### config.mk
export PLATFORM = sky130hd
export DESIGN_NAME = dis_init_seq
export DESIGN_NICKNAME = d
export VERILOG_FILES = /design/src/logic/dis_pkg.sv /design/src/logic/dis_wait_timer.sv /design/src/logic/dis_init_seq.sv
export VERILOG_INCLUDE_DIRS = /design/src /design/src/logic
export SDC_FILE = /design/constraint.sdc
export NUM_CORES = 1
export LEC_CHECK = 0
export ABC_AREA = 1
export CORE_UTILIZATION = 40
export DETAILED_ROUTE_END_ITERATION = 8
export DONT_BUFFER_PORTS = 1
export MAX_ROUTING_LAYER = met4
export PLACE_DENSITY = 0.62
export SYNTH_ARGS = -nofsm -noshare
export SYNTH_HDL_FRONTEND = slang
export SYNTH_HIERARCHICAL = 1
export SYNTH_SLANG_ARGS = --single-unit
### constraint.sdc
create_clock -name clk_i -period 4 [get_ports clk_i]
set_clock_uncertainty 0.1 [all_clocks]
set_input_delay 0.8 -clock clk_i [delete_from_list [all_inputs] [get_ports clk_i]]
set_output_delay 0.8 -clock clk_i [all_outputs]
set_load 0.005 [all_outputs]
### src/logic/dis_defines.svh
// Purpose: Offsets, field positions, reset values and timing figures of the init sequencer.
// Assumes: Byte addresses on a 32-bit bus, one aligned word per register.
// Notes:   Included by its bare name from the sequencer module only.
`ifndef DIS_DEFINES_SVH
`define DIS_DEFINES_SVH

// Clock rate of clk_i in MHz.
`define DIS_CLK_MHZ       125
// Waits in microseconds.
`define DIS_T_PWR_US      200
`define DIS_T_PLL_US      100
`define DIS_T_DLL_US      100
// Refresh interval in nanoseconds per grade.
`define DIS_TREF_COM_NS   32'h0000_1e78
`define DIS_TREF_IND_NS   32'h0000_0f3c

// Own register map.
`define DIS_OFS_CTRL      8'h00
`define DIS_OFS_STATUS    8'h04
`define DIS_OFS_REFRESH   8'h08
`define DIS_OFS_SHADOW    8'h40
`define DIS_OFS_SHADOW_LO 8'h88
`define DIS_CTRL_RST      32'h0000_0000
`define DIS_SHADOW_RST    32'h0000_0000
// Control fields.
`define DIS_CTRL_START    0
`define DIS_CTRL_DDR3     1
`define DIS_CTRL_IND      2
// Status fields.
`define DIS_ST_BUSY       0
`define DIS_ST_DONE       1

// Device register map.
`define DIS_DEV_CFG       8'h00
`define DIS_DEV_STATE     8'h04
`define DIS_DEV_MODE      8'h08
`define DIS_DEV_EMR23     8'h0c
`define DIS_DEV_RANK      8'h10
`define DIS_DEV_TP0       8'h14
`define DIS_DEV_TP1       8'h18
`define DIS_DEV_TP2       8'h1c
`define DIS_DEV_PHY_CMD   8'h20
`define DIS_DEV_PHY_DLL   8'h24
`define DIS_DEV_PHY_COMP  8'h28
`define DIS_DEV_ARB       8'h30
`define DIS_DEV_GNT_A     8'h34
`define DIS_DEV_GNT_B     8'h38
`define DIS_DEV_PHY_WRRD  8'h3c
`define DIS_DEV_WLVL_A    8'h60
`define DIS_DEV_WLVL_B    8'h64
`define DIS_DEV_WLVL_C    8'h68
`define DIS_DEV_RLVL_A    8'h70
`define DIS_DEV_RGATE     8'h74
// State control fields and values.
`define DIS_DEV_INIT_CMD  32'h0000_0001
`define DIS_DEV_INIT_OK   8
// Shadow table size and list ends.
`define DIS_NUM_SHADOW    19
`define DIS_LAST_DDR2     5'd14
`define DIS_LAST_DDR3     5'd18
`define DIS_DDR2_RGATE    5'd14
`define DIS_IDX_RGATE     5'd18

`endif

### src/logic/dis_pkg.sv
// Purpose: Types shared by the init sequencer modules.
// Assumes: Constants come from dis_defines.svh.
// Notes:   Nothing here is imported; users write dis_pkg::name.
package dis_pkg;

	typedef enum logic [3:0] {
		ST_IDLE     = 4'h0,
		ST_PWR_WAIT = 4'h1,
		ST_PD_REL   = 4'h2,
		ST_REG_REQ  = 4'h3,
		ST_REG_ACK  = 4'h4,
		ST_PLL_WAIT = 4'h5,
		ST_DLL_PD   = 4'h6,
		ST_DLL_WAIT = 4'h7,
		ST_RST_REL  = 4'h8,
		ST_INIT_REQ = 4'h9,
		ST_INIT_ACK = 4'ha,
		ST_POLL_REQ = 4'hb,
		ST_POLL_ACK = 4'hc,
		ST_DONE     = 4'hd
	} dis_state_t;

	typedef struct packed {
		logic        cyc;
		logic        stb;
		logic        we;
		logic [7:0]  adr;
		logic [3:0]  sel;
		logic [31:0] dat;
	} dis_dev_req_t;

endpackage : dis_pkg

### src/logic/dis_wait_timer.sv
// Purpose: Down counter that flags the end of a timed wait.
// Assumes: Load count is at least one cycle.
// Notes:   done_o stays high until the next load.
`timescale 1ns/1ps
module dis_wait_timer (
	// Clock and reset
	input  wire logic        clk_i,
	input  wire logic        reset_n_i,
	// Control
	input  wire logic        load_i,
	input  wire logic [31:0] count_i,
	// Status
	output logic             done_o
);

	logic [31:0] cnt_r;

	always_ff @(posedge clk_i or negedge reset_n_i) begin
		if (!reset_n_i) begin
			cnt_r  <= 32'h0000_0000;
			done_o <= 1'b0;
		end else if (load_i) begin
			cnt_r  <= count_i;
			done_o <= 1'b0;
		end else if (cnt_r != 32'h0000_0000) begin
			cnt_r  <= cnt_r - 32'h0000_0001;
			done_o <= (cnt_r == 32'h0000_0001);
		end
	end

endmodule : dis_wait_timer

### src/logic/dis_init_seq.sv
// Purpose: Host-side power-up sequencer for a DDR2/DDR3 controller and its PHY.
// Assumes: The controller register port runs on clk_i; software uses classic Wishbone.
// Notes:   Software fills the shadow table, picks the mode, then sets start.
//
// Behaviour
// - Wait 200us after power before anything.
// - DDR2: release DLL power-down before configuration.
// - DDR2: write 0x00..0x3C and 0x74 first.
// - DDR2: release PHY reset, then init command.
// - Writing bit 0 at 0x04 starts initialization.
// - Bit 8 at 0x04 flags init complete.
// - DDR3: release PLL power-down before configuration.
// - DDR3: write timing registers 0x14, 0x18, 0x1C.
// - DDR3: write leveling registers 0x60..0x74.
// - DDR3: PLL reset 100us after PLL power.
// - DDR3: DLL power, wait 100us, DLL reset.
//
// Design decision made here: the Wishbone interface to the registers.
`timescale 1ns/1ps
`include "dis_defines.svh"
module dis_init_seq #(
	parameter int unsigned PWR_CYC = `DIS_T_PWR_US * `DIS_CLK_MHZ,
	parameter int unsigned PLL_CYC = `DIS_T_PLL_US * `DIS_CLK_MHZ,
	parameter int unsigned DLL_CYC = `DIS_T_DLL_US * `DIS_CLK_MHZ
) (
	// Clock and reset
	input  wire logic                clk_i,
	input  wire logic                reset_n_i,
	// Software Wishbone slave
	input  wire logic                wb_cyc_i,
	input  wire logic                wb_stb_i,
	input  wire logic                wb_we_i,
	input  wire logic [7:0]          wb_adr_i,
	input  wire logic [3:0]          wb_sel_i,
	input  wire logic [31:0]         wb_dat_i,
	output logic [31:0]              wb_dat_o,
	output logic                     wb_ack_o,
	// Controller register port
	output dis_pkg::dis_dev_req_t    dev_req_o,
	input  wire logic                dev_ack_i,
	input  wire logic [31:0]         dev_dat_i,
	// PHY controls
	output logic                     phy_dll_power_gate_n_o,
	output logic                     phy_rst_release_n_o,
	output logic                     phy_pll_power_gate_n_o,
	output logic                     phy_pll_rst_n_o,
	output logic                     phy_dll_power_gate_ddr3_n_o,
	output logic                     phy_dll_rst_n_o,
	// Memory traffic permission
	output logic                     init_done_o
);

	////////////////////////////////////////////////////////////////////////////
	// Helpers.

	function automatic logic [7:0] dev_off(input logic [4:0] idx);
		case (idx)
			5'd0:    dev_off = `DIS_DEV_CFG;
			5'd1:    dev_off = `DIS_DEV_MODE;
			5'd2:    dev_off = `DIS_DEV_EMR23;
			5'd3:    dev_off = `DIS_DEV_RANK;
			5'd4:    dev_off = `DIS_DEV_TP0;
			5'd5:    dev_off = `DIS_DEV_TP1;
			5'd6:    dev_off = `DIS_DEV_TP2;
			5'd7:    dev_off = `DIS_DEV_PHY_CMD;
			5'd8:    dev_off = `DIS_DEV_PHY_DLL;
			5'd9:    dev_off = `DIS_DEV_PHY_COMP;
			5'd10:   dev_off = `DIS_DEV_ARB;
			5'd11:   dev_off = `DIS_DEV_GNT_A;
			5'd12:   dev_off = `DIS_DEV_GNT_B;
			5'd13:   dev_off = `DIS_DEV_PHY_WRRD;
			5'd14:   dev_off = `DIS_DEV_WLVL_A;
			5'd15:   dev_off = `DIS_DEV_WLVL_B;
			5'd16:   dev_off = `DIS_DEV_WLVL_C;
			5'd17:   dev_off = `DIS_DEV_RLVL_A;
			5'd18:   dev_off = `DIS_DEV_RGATE;
			default: dev_off = `DIS_DEV_CFG;
		endcase
	endfunction : dev_off

	// Maps a list position to a shadow index; DDR2 skips leveling.
	function automatic logic [4:0] list_idx(input logic [4:0] pos, input logic ddr3);
		if (!ddr3 && pos == `DIS_DDR2_RGATE)
			list_idx = `DIS_IDX_RGATE;
		else
			list_idx = pos;
	endfunction : list_idx

	////////////////////////////////////////////////////////////////////////////
	// Software registers.

	dis_pkg::dis_state_t state_r;
	dis_pkg::dis_state_t state_nxt;
	logic [31:0]         ctrl_r;
	logic [31:0]         shadow_r [`DIS_NUM_SHADOW];
	logic [4:0]          pos_r;
	logic                done_r;
	logic                tmr_done_w;

	wire        wb_req_w   = wb_cyc_i & wb_stb_i & ~wb_ack_o;
	wire        wb_wr_w    = wb_req_w & wb_we_i;
	wire        hit_ctrl_w = (wb_adr_i == `DIS_OFS_CTRL);
	wire        hit_stat_w = (wb_adr_i == `DIS_OFS_STATUS);
	wire        hit_ref_w  = (wb_adr_i == `DIS_OFS_REFRESH);
	wire        hit_sh_w   = (wb_adr_i >= `DIS_OFS_SHADOW) && (wb_adr_i <= `DIS_OFS_SHADOW_LO)
	                         && (wb_adr_i[1:0] == 2'h0);
	wire [7:0]  sh_diff_w  = wb_adr_i - `DIS_OFS_SHADOW;
	wire [4:0]  sh_idx_w   = sh_diff_w[6:2];
	wire        busy_w     = (state_r != dis_pkg::ST_IDLE) && (state_r != dis_pkg::ST_DONE);
	wire        start_w    = wb_wr_w & hit_ctrl_w & wb_sel_i[0] & wb_dat_i[`DIS_CTRL_START]
	                         & ~busy_w;
	wire        ddr3_w     = ctrl_r[`DIS_CTRL_DDR3];
	wire [31:0] refresh_w  = ctrl_r[`DIS_CTRL_IND] ? `DIS_TREF_IND_NS : `DIS_TREF_COM_NS;
	wire [31:0] status_w   = {11'h000, pos_r, 4'h0, state_r, 4'h0, ctrl_r[`DIS_CTRL_IND],
	                          ddr3_w, done_r, busy_w};
	wire [31:0] rd_w       = hit_ctrl_w ? ctrl_r :
	                         hit_stat_w ? status_w :
	                         hit_ref_w  ? refresh_w :
	                         hit_sh_w   ? shadow_r[sh_idx_w] : 32'h0000_0000;

	always_ff @(posedge clk_i or negedge reset_n_i) begin
		if (!reset_n_i) begin
			wb_ack_o <= 1'b0;
			wb_dat_o <= 32'h0000_0000;
		end else begin
			wb_ack_o <= wb_req_w;
			wb_dat_o <= wb_req_w ? rd_w : 32'h0000_0000;
		end
	end

	// Mode bits are frozen while a sequence runs; start is not stored.
	always_ff @(posedge clk_i or negedge reset_n_i) begin
		if (!reset_n_i)
			ctrl_r <= `DIS_CTRL_RST;
		else if (wb_wr_w && hit_ctrl_w && wb_sel_i[0] && !busy_w)
			ctrl_r <= {29'h0000_0000, wb_dat_i[`DIS_CTRL_IND:`DIS_CTRL_DDR3], 1'b0};
	end

	always_ff @(posedge clk_i or negedge reset_n_i) begin
		if (!reset_n_i) begin
			for (int i = 0; i < `DIS_NUM_SHADOW; i++)
				shadow_r[i] <= `DIS_SHADOW_RST;
		end else if (wb_wr_w && hit_sh_w) begin
			for (int b = 0; b < 4; b++)
				if (wb_sel_i[b])
					shadow_r[sh_idx_w][b*8 +: 8] <= wb_dat_i[b*8 +: 8];
		end
	end

	////////////////////////////////////////////////////////////////////////////
	// Sequencer.

	wire [4:0]  last_w    = ddr3_w ? `DIS_LAST_DDR3 : `DIS_LAST_DDR2;
	wire [4:0]  cur_idx_w = list_idx(pos_r, ddr3_w);
	wire        ack_w     = dev_ack_i & dev_req_o.cyc;
	wire        tmr_load_w = start_w | (state_r == dis_pkg::ST_PD_REL && ddr3_w)
	                         | (state_r == dis_pkg::ST_DLL_PD);
	wire [31:0] tmr_cnt_w  = start_w ? PWR_CYC :
	                         (state_r == dis_pkg::ST_PD_REL) ? PLL_CYC : DLL_CYC;

	dis_wait_timer u_timer (
		.clk_i     (clk_i),
		.reset_n_i (reset_n_i),
		.load_i    (tmr_load_w),
		.count_i   (tmr_cnt_w),
		.done_o    (tmr_done_w)
	);

	always_comb begin
		state_nxt = state_r;
		case (state_r)
			dis_pkg::ST_IDLE, dis_pkg::ST_DONE: begin
				if (start_w)
					state_nxt = dis_pkg::ST_PWR_WAIT;
			end
			dis_pkg::ST_PWR_WAIT: begin
				if (tmr_done_w)
					state_nxt = dis_pkg::ST_PD_REL;
			end
			dis_pkg::ST_PD_REL:   state_nxt = dis_pkg::ST_REG_REQ;
			dis_pkg::ST_REG_REQ:  state_nxt = dis_pkg::ST_REG_ACK;
			dis_pkg::ST_REG_ACK: begin
				if (ack_w && pos_r == last_w)
					state_nxt = ddr3_w ? dis_pkg::ST_PLL_WAIT : dis_pkg::ST_RST_REL;
				else if (ack_w)
					state_nxt = dis_pkg::ST_REG_REQ;
			end
			dis_pkg::ST_PLL_WAIT: begin
				if (tmr_done_w)
					state_nxt = dis_pkg::ST_DLL_PD;
			end
			dis_pkg::ST_DLL_PD:   state_nxt = dis_pkg::ST_DLL_WAIT;
			dis_pkg::ST_DLL_WAIT: begin
				if (tmr_done_w)
					state_nxt = dis_pkg::ST_RST_REL;
			end
			dis_pkg::ST_RST_REL:  state_nxt = dis_pkg::ST_INIT_REQ;
			dis_pkg::ST_INIT_REQ: state_nxt = dis_pkg::ST_INIT_ACK;
			dis_pkg::ST_INIT_ACK: begin
				if (ack_w)
					state_nxt = dis_pkg::ST_POLL_REQ;
			end
			dis_pkg::ST_POLL_REQ: state_nxt = dis_pkg::ST_POLL_ACK;
			dis_pkg::ST_POLL_ACK: begin
				if (ack_w)
					state_nxt = dev_dat_i[`DIS_DEV_INIT_OK] ? dis_pkg::ST_DONE
					                                       : dis_pkg::ST_POLL_REQ;
			end
			default:              state_nxt = dis_pkg::ST_IDLE;
		endcase
	end

	always_ff @(posedge clk_i or negedge reset_n_i) begin
		if (!reset_n_i) begin
			state_r <= dis_pkg::ST_IDLE;
			pos_r   <= 5'd0;
		end else begin
			state_r <= state_nxt;
			if (state_r == dis_pkg::ST_PD_REL)
				pos_r <= 5'd0;
			else if (state_r == dis_pkg::ST_REG_ACK && ack_w && pos_r != last_w)
				pos_r <= pos_r + 5'd1;
		end
	end

	// Device request: raised from a REQ state, held until ack, then dropped.
	always_ff @(posedge clk_i or negedge reset_n_i) begin
		if (!reset_n_i) begin
			dev_req_o <= '0;
		end else if (state_r == dis_pkg::ST_REG_REQ) begin
			dev_req_o <= {1'b1, 1'b1, 1'b1, dev_off(cur_idx_w), 4'hf, shadow_r[cur_idx_w]};
		end else if (state_r == dis_pkg::ST_INIT_REQ) begin
			dev_req_o <= {1'b1, 1'b1, 1'b1, `DIS_DEV_STATE, 4'hf, `DIS_DEV_INIT_CMD};
		end else if (state_r == dis_pkg::ST_POLL_REQ) begin
			dev_req_o <= {1'b1, 1'b1, 1'b0, `DIS_DEV_STATE, 4'hf, 32'h0000_0000};
		end else if (ack_w) begin
			dev_req_o.cyc <= 1'b0;
			dev_req_o.stb <= 1'b0;
		end
	end

	// PHY controls: all held low from start, those of the selected mode released step by step.
	always_ff @(posedge clk_i or negedge reset_n_i) begin
		if (!reset_n_i) begin
			phy_dll_power_gate_n_o      <= 1'b0;
			phy_rst_release_n_o         <= 1'b0;
			phy_pll_power_gate_n_o      <= 1'b0;
			phy_pll_rst_n_o             <= 1'b0;
			phy_dll_power_gate_ddr3_n_o <= 1'b0;
			phy_dll_rst_n_o             <= 1'b0;
			init_done_o                 <= 1'b0;
			done_r                      <= 1'b0;
		end else if (start_w) begin
			phy_dll_power_gate_n_o      <= 1'b0;
			phy_rst_release_n_o         <= 1'b0;
			phy_pll_power_gate_n_o      <= 1'b0;
			phy_pll_rst_n_o             <= 1'b0;
			phy_dll_power_gate_ddr3_n_o <= 1'b0;
			phy_dll_rst_n_o             <= 1'b0;
			init_done_o                 <= 1'b0;
			done_r                      <= 1'b0;
		end else begin
			if (state_r == dis_pkg::ST_PD_REL && !ddr3_w)
				phy_dll_power_gate_n_o <= 1'b1;
			if (state_r == dis_pkg::ST_PD_REL && ddr3_w)
				phy_pll_power_gate_n_o <= 1'b1;
			if (state_r == dis_pkg::ST_PLL_WAIT && tmr_done_w)
				phy_pll_rst_n_o <= 1'b1;
			if (state_r == dis_pkg::ST_DLL_PD)
				phy_dll_power_gate_ddr3_n_o <= 1'b1;
			if (state_r == dis_pkg::ST_RST_REL && !ddr3_w)
				phy_rst_release_n_o <= 1'b1;
			if (state_r == dis_pkg::ST_RST_REL && ddr3_w)
				phy_dll_rst_n_o <= 1'b1;
			if (state_nxt == dis_pkg::ST_DONE && state_r == dis_pkg::ST_POLL_ACK) begin
				init_done_o <= 1'b1;
				done_r      <= 1'b1;
			end
		end
	end

	////////////////////////////////////////////////////////////////////////////
	// Checks.

	logic [31:0] since_start_r;
	logic [31:0] since_pll_r;
	logic [31:0] since_dll_r;
	logic [4:0]  wr_cnt_r;

	always_ff @(posedge clk_i or negedge reset_n_i) begin
		if (!reset_n_i) begin
			since_start_r <= 32'h0000_0000;
			since_pll_r   <= 32'h0000_0000;
			since_dll_r   <= 32'h0000_0000;
			wr_cnt_r      <= 5'd0;
		end else begin
			since_start_r <= start_w ? 32'h0000_0000 : since_start_r + 32'h0000_0001;
			since_pll_r   <= !phy_pll_power_gate_n_o ? 32'h0000_0000 : since_pll_r + 32'h0000_0001;
			since_dll_r   <= !phy_dll_power_gate_ddr3_n_o ? 32'h0000_0000
			                 : since_dll_r + 32'h0000_0001;
			if (start_w)
				wr_cnt_r <= 5'd0;
			else if (ack_w && dev_req_o.we && state_r == dis_pkg::ST_REG_ACK)
				wr_cnt_r <= wr_cnt_r + 5'd1;
		end
	end
endmodule : dis_init_seq

==> impl_results.md <==
* Most common cell after layout, fill and taps aside: nand2_1
* Slew Limit Fails at 0
* Starting Density at 40.7%
* Synth top area cells: dfrtp_1 (46%), nand2_1 (15%), nand3_1 (6.2%)
* CP dominant cell by count: buf_16
* Post-synth EDFFs at 0
* Clock net sink count at 732
* First drt pass iteration count at 7
* Static leakage at 19.4 nW
* CP Launch Type: primary input
* Worst Hold Class: primary input to async pin
* Hpwl dp at 85900 um
* Die Y at 316 um
* CP required at 4.40 ns
* Synth Instances at 5224
* Final setup fails at 0
* Final worst path period share at 83.6%
* CP bufs+invs at 3
* Clock Pin Slew Worst Setup and Hold Paths at 0.07 ns
* Cell variety after synth at 50
* Final Hold Fails at 0
* Worst path cell trace: buf_16 -> buf_16 -> buf_16
* Post-DRT Antenna Nets at 0
* Routed length per placed instance at 21.9 um
* TritonCTS buffer count at 81
* Die ar. at 0.100 sq mm
* Fin area at 0.0433 sq mm
* Buffers on Ports at 0
* Unrepaired setup endpoints after global routing: no
* CP max stage cell: buf_16
* Via density per instance at 5.83
* CTS-repair resized insts at 0
* Count of warnings emitted by yosys at 6
* Initial DRC Count at 5272
* Top cell type's share of synthesized area at 46.3%
* Worst Max-Slew Pin Slew at 1.47 ns
* Sequential area share after synthesis at 46.3%
* Worst-path fanout max at 247
* Primary FF master, synth: dfrtp_1
* P&R area growth vs syn at 9.51%
* Number of max-cap violations at 0
* Placed insts at 6226
* Yosys top cell by area: dfrtp_1
* Post-Route WL at 140000 um
* H-tree levels at 3
* Nets at 5129
* Final setup TNS at 0 ns
* WP data arrival at 3.74 ns
* Commonest non-fill, non-tap cells in the layout: nand2_1 (1533), dfrtp_1 (731), nand3_1 (490), o21ai_0 (484), inv_1 (342)
* Pwr/cell area at 386 mW/mm^2
* GRT overflow at 0
* Syn Area/Cell at 7.57 sq um
* Share of cells above drive strength 1 at 6.76%
* Routability cong. at 0.949
* Skew-Pair Late Insertion Delay at 0.65 ns
* TritonCTS clock tree: yes
* Slew headroom at 1.69%
* Number of global-route vias before repair at 34100
* Layout Cells excl Fill at 6381
* Crit path kind: primary input to async pin
* Ports at 169
* Peak supply drop at 0.275 mV
* Hold slack at 0.0894 ns
* Root buffer cell: clkbuf_16
* Crit path largest cell delay at 0.72 ns
* FMAX at 299 MHz
* DRC viols at 0
* Synth Register Bits at 732
* Largest net degree at the start of global routing at 733
* Status: finished clean
* Horiz. Die Dim at 316 um
* Largest delay contributor family on the critical path: buffers and inverters
* Post-layout min period at 3.35 ns
* Row cnt at 114
* First-pass GRT wire length at 212000 um
* GRT Util Overall at 28.3%
* Area after DPL at 0.0404 sq mm
* Async set-reset flop share out of synthesis at 100%
* Core area at 0.0973 sq mm
* Initial antenna violation count at 2
* Clk buf depth at 3
* Mapped Area at 0.0396 sq mm
* Crit end category: async pin
* Postcts setup bufs at 0
* Vias at 37200
Yosys cell counts, types with 2 or more instances:
| library cell | count |
|---|---|
| clkbuf_1 | 219 |
| a21oi_1 | 88 |
| o221ai_1 | 3 |
| o21a_1 | 2 |
| nand2_4 | 47 |
| a221oi_1 | 6 |
| o2111ai_1 | 102 |
| o31ai_1 | 4 |
| xnor2_1 | 4 |
| nand2_1 | 1538 |
| o21ai_1 | 327 |
| o21ai_2 | 11 |
| inv_1 | 343 |
| o21bai_1 | 4 |
| nor3_4 | 3 |
| or2_2 | 13 |
| nor2_8 | 5 |
| o22ai_1 | 258 |
| buf_2 | 87 |
| buf_1 | 24 |
| nor3_1 | 10 |
| nor2_1 | 257 |
| clkinv_1 | 6 |
| dfrtp_1 | 732 |
| inv_2 | 10 |
| nand3b_1 | 3 |
| nor3b_1 | 2 |
| nor2_2 | 12 |
| nand3_1 | 491 |
| buf_6 | 34 |
| buf_4 | 14 |
| o211ai_1 | 5 |
| o21ai_0 | 484 |
| conb_1 | 2 |
| xor2_1 | 5 |
| nor2_4 | 5 |
| ha_1 | 9 |
| a31oi_1 | 2 |
| nand2_2 | 4 |
| nand4_1 | 39 |
cell type report:
cell class / count / area (sq um)
Clock inverter: 25 / 327
Fill cell: 9772 / 54000
Tap cell: 1276 / 1600
Antenna cell: 4 / 10.0
Inverter: 360 / 1360
Multi-Input combinational cell: 3778 / 18200
Clock buffer: 121 / 2480
Timing Repair Buffer: 85 / 976
Sequential cell: 732 / 18300
logic make-up after synthesis:
family,after synthesis,share of synthesized area [%]
adders and majority gates,9,0.285
other,2,0.0190
DFF,732,46.3
and+or+nand+nor,2434,26.5
xor gates and xnor gates,9,0.199
buffers and inverters,739,8.10
AOI/OAI and AO/OA,1299,18.6
worst paths after layout:
path                              startpoint                   endpoint  slack, ns  depth (start not counted)
max in group clk_i      pos_r[1]$_DFFE_PN0P_  dev_req_o[23]$_DFFE_PN0P_       0.83                         13
hold reg to reg     shadow_r[62]$_DFFE_PN0P_   shadow_r[62]$_DFFE_PN0P_       0.38                          2
setup / recovery                   reset_n_i  shadow_r[407]$_DFFE_PN0P_       0.65                          3
min in group clk_i                 dev_ack_i  dev_req_o[46]$_DFFE_PN0P_       0.16                          1
hold / removal                     reset_n_i    shadow_r[1]$_DFFE_PN0P_       0.09                          1
setup reg to reg        pos_r[1]$_DFFE_PN0P_  dev_req_o[23]$_DFFE_PN0P_       0.83                         13
layer usage:
metal  global-route usage [%]  vias up  share of wire, %
met4                     9.95        0               3.0
met1                     38.8    17800                43
met2                     41.4     1917                44
met3                     5.73      293                10
li1                         -    17200                 -
met5                        -        -                 0
where the power goes:
group | internal, mW | total [mW] | switching, mW
sequential | 7.50 | 7.60 | 0.0998
combinational | 0.300 | 1.17 | 0.873
clock | 4.74 | 7.95 | 3.21
flip-flops by register name, summed over array words and instances (netlist names), 2 cells and up:
signal	flops
dev_req_o	40
shadow_r	608
state_r	4
pos_r	5
ctrl_r	2
wb_dat_o	32
u_timer/cnt_r	32
metrics by stage:
step | worst slack [ns] | util, % | power [mW]
CTS | 0.845 | 44.4 | 16.6
floorplan | 0.914 | - | 8.38
detailed placement | 0.411 | 41.5 | 8.72
global placement | 0.518 | 41.5 | 8.71
finish | 0.655 | 44.5 | 16.7
global route | 0.339 | 44.5 | 17.2
No activity file was read; power rests on OpenSTA's default activity.
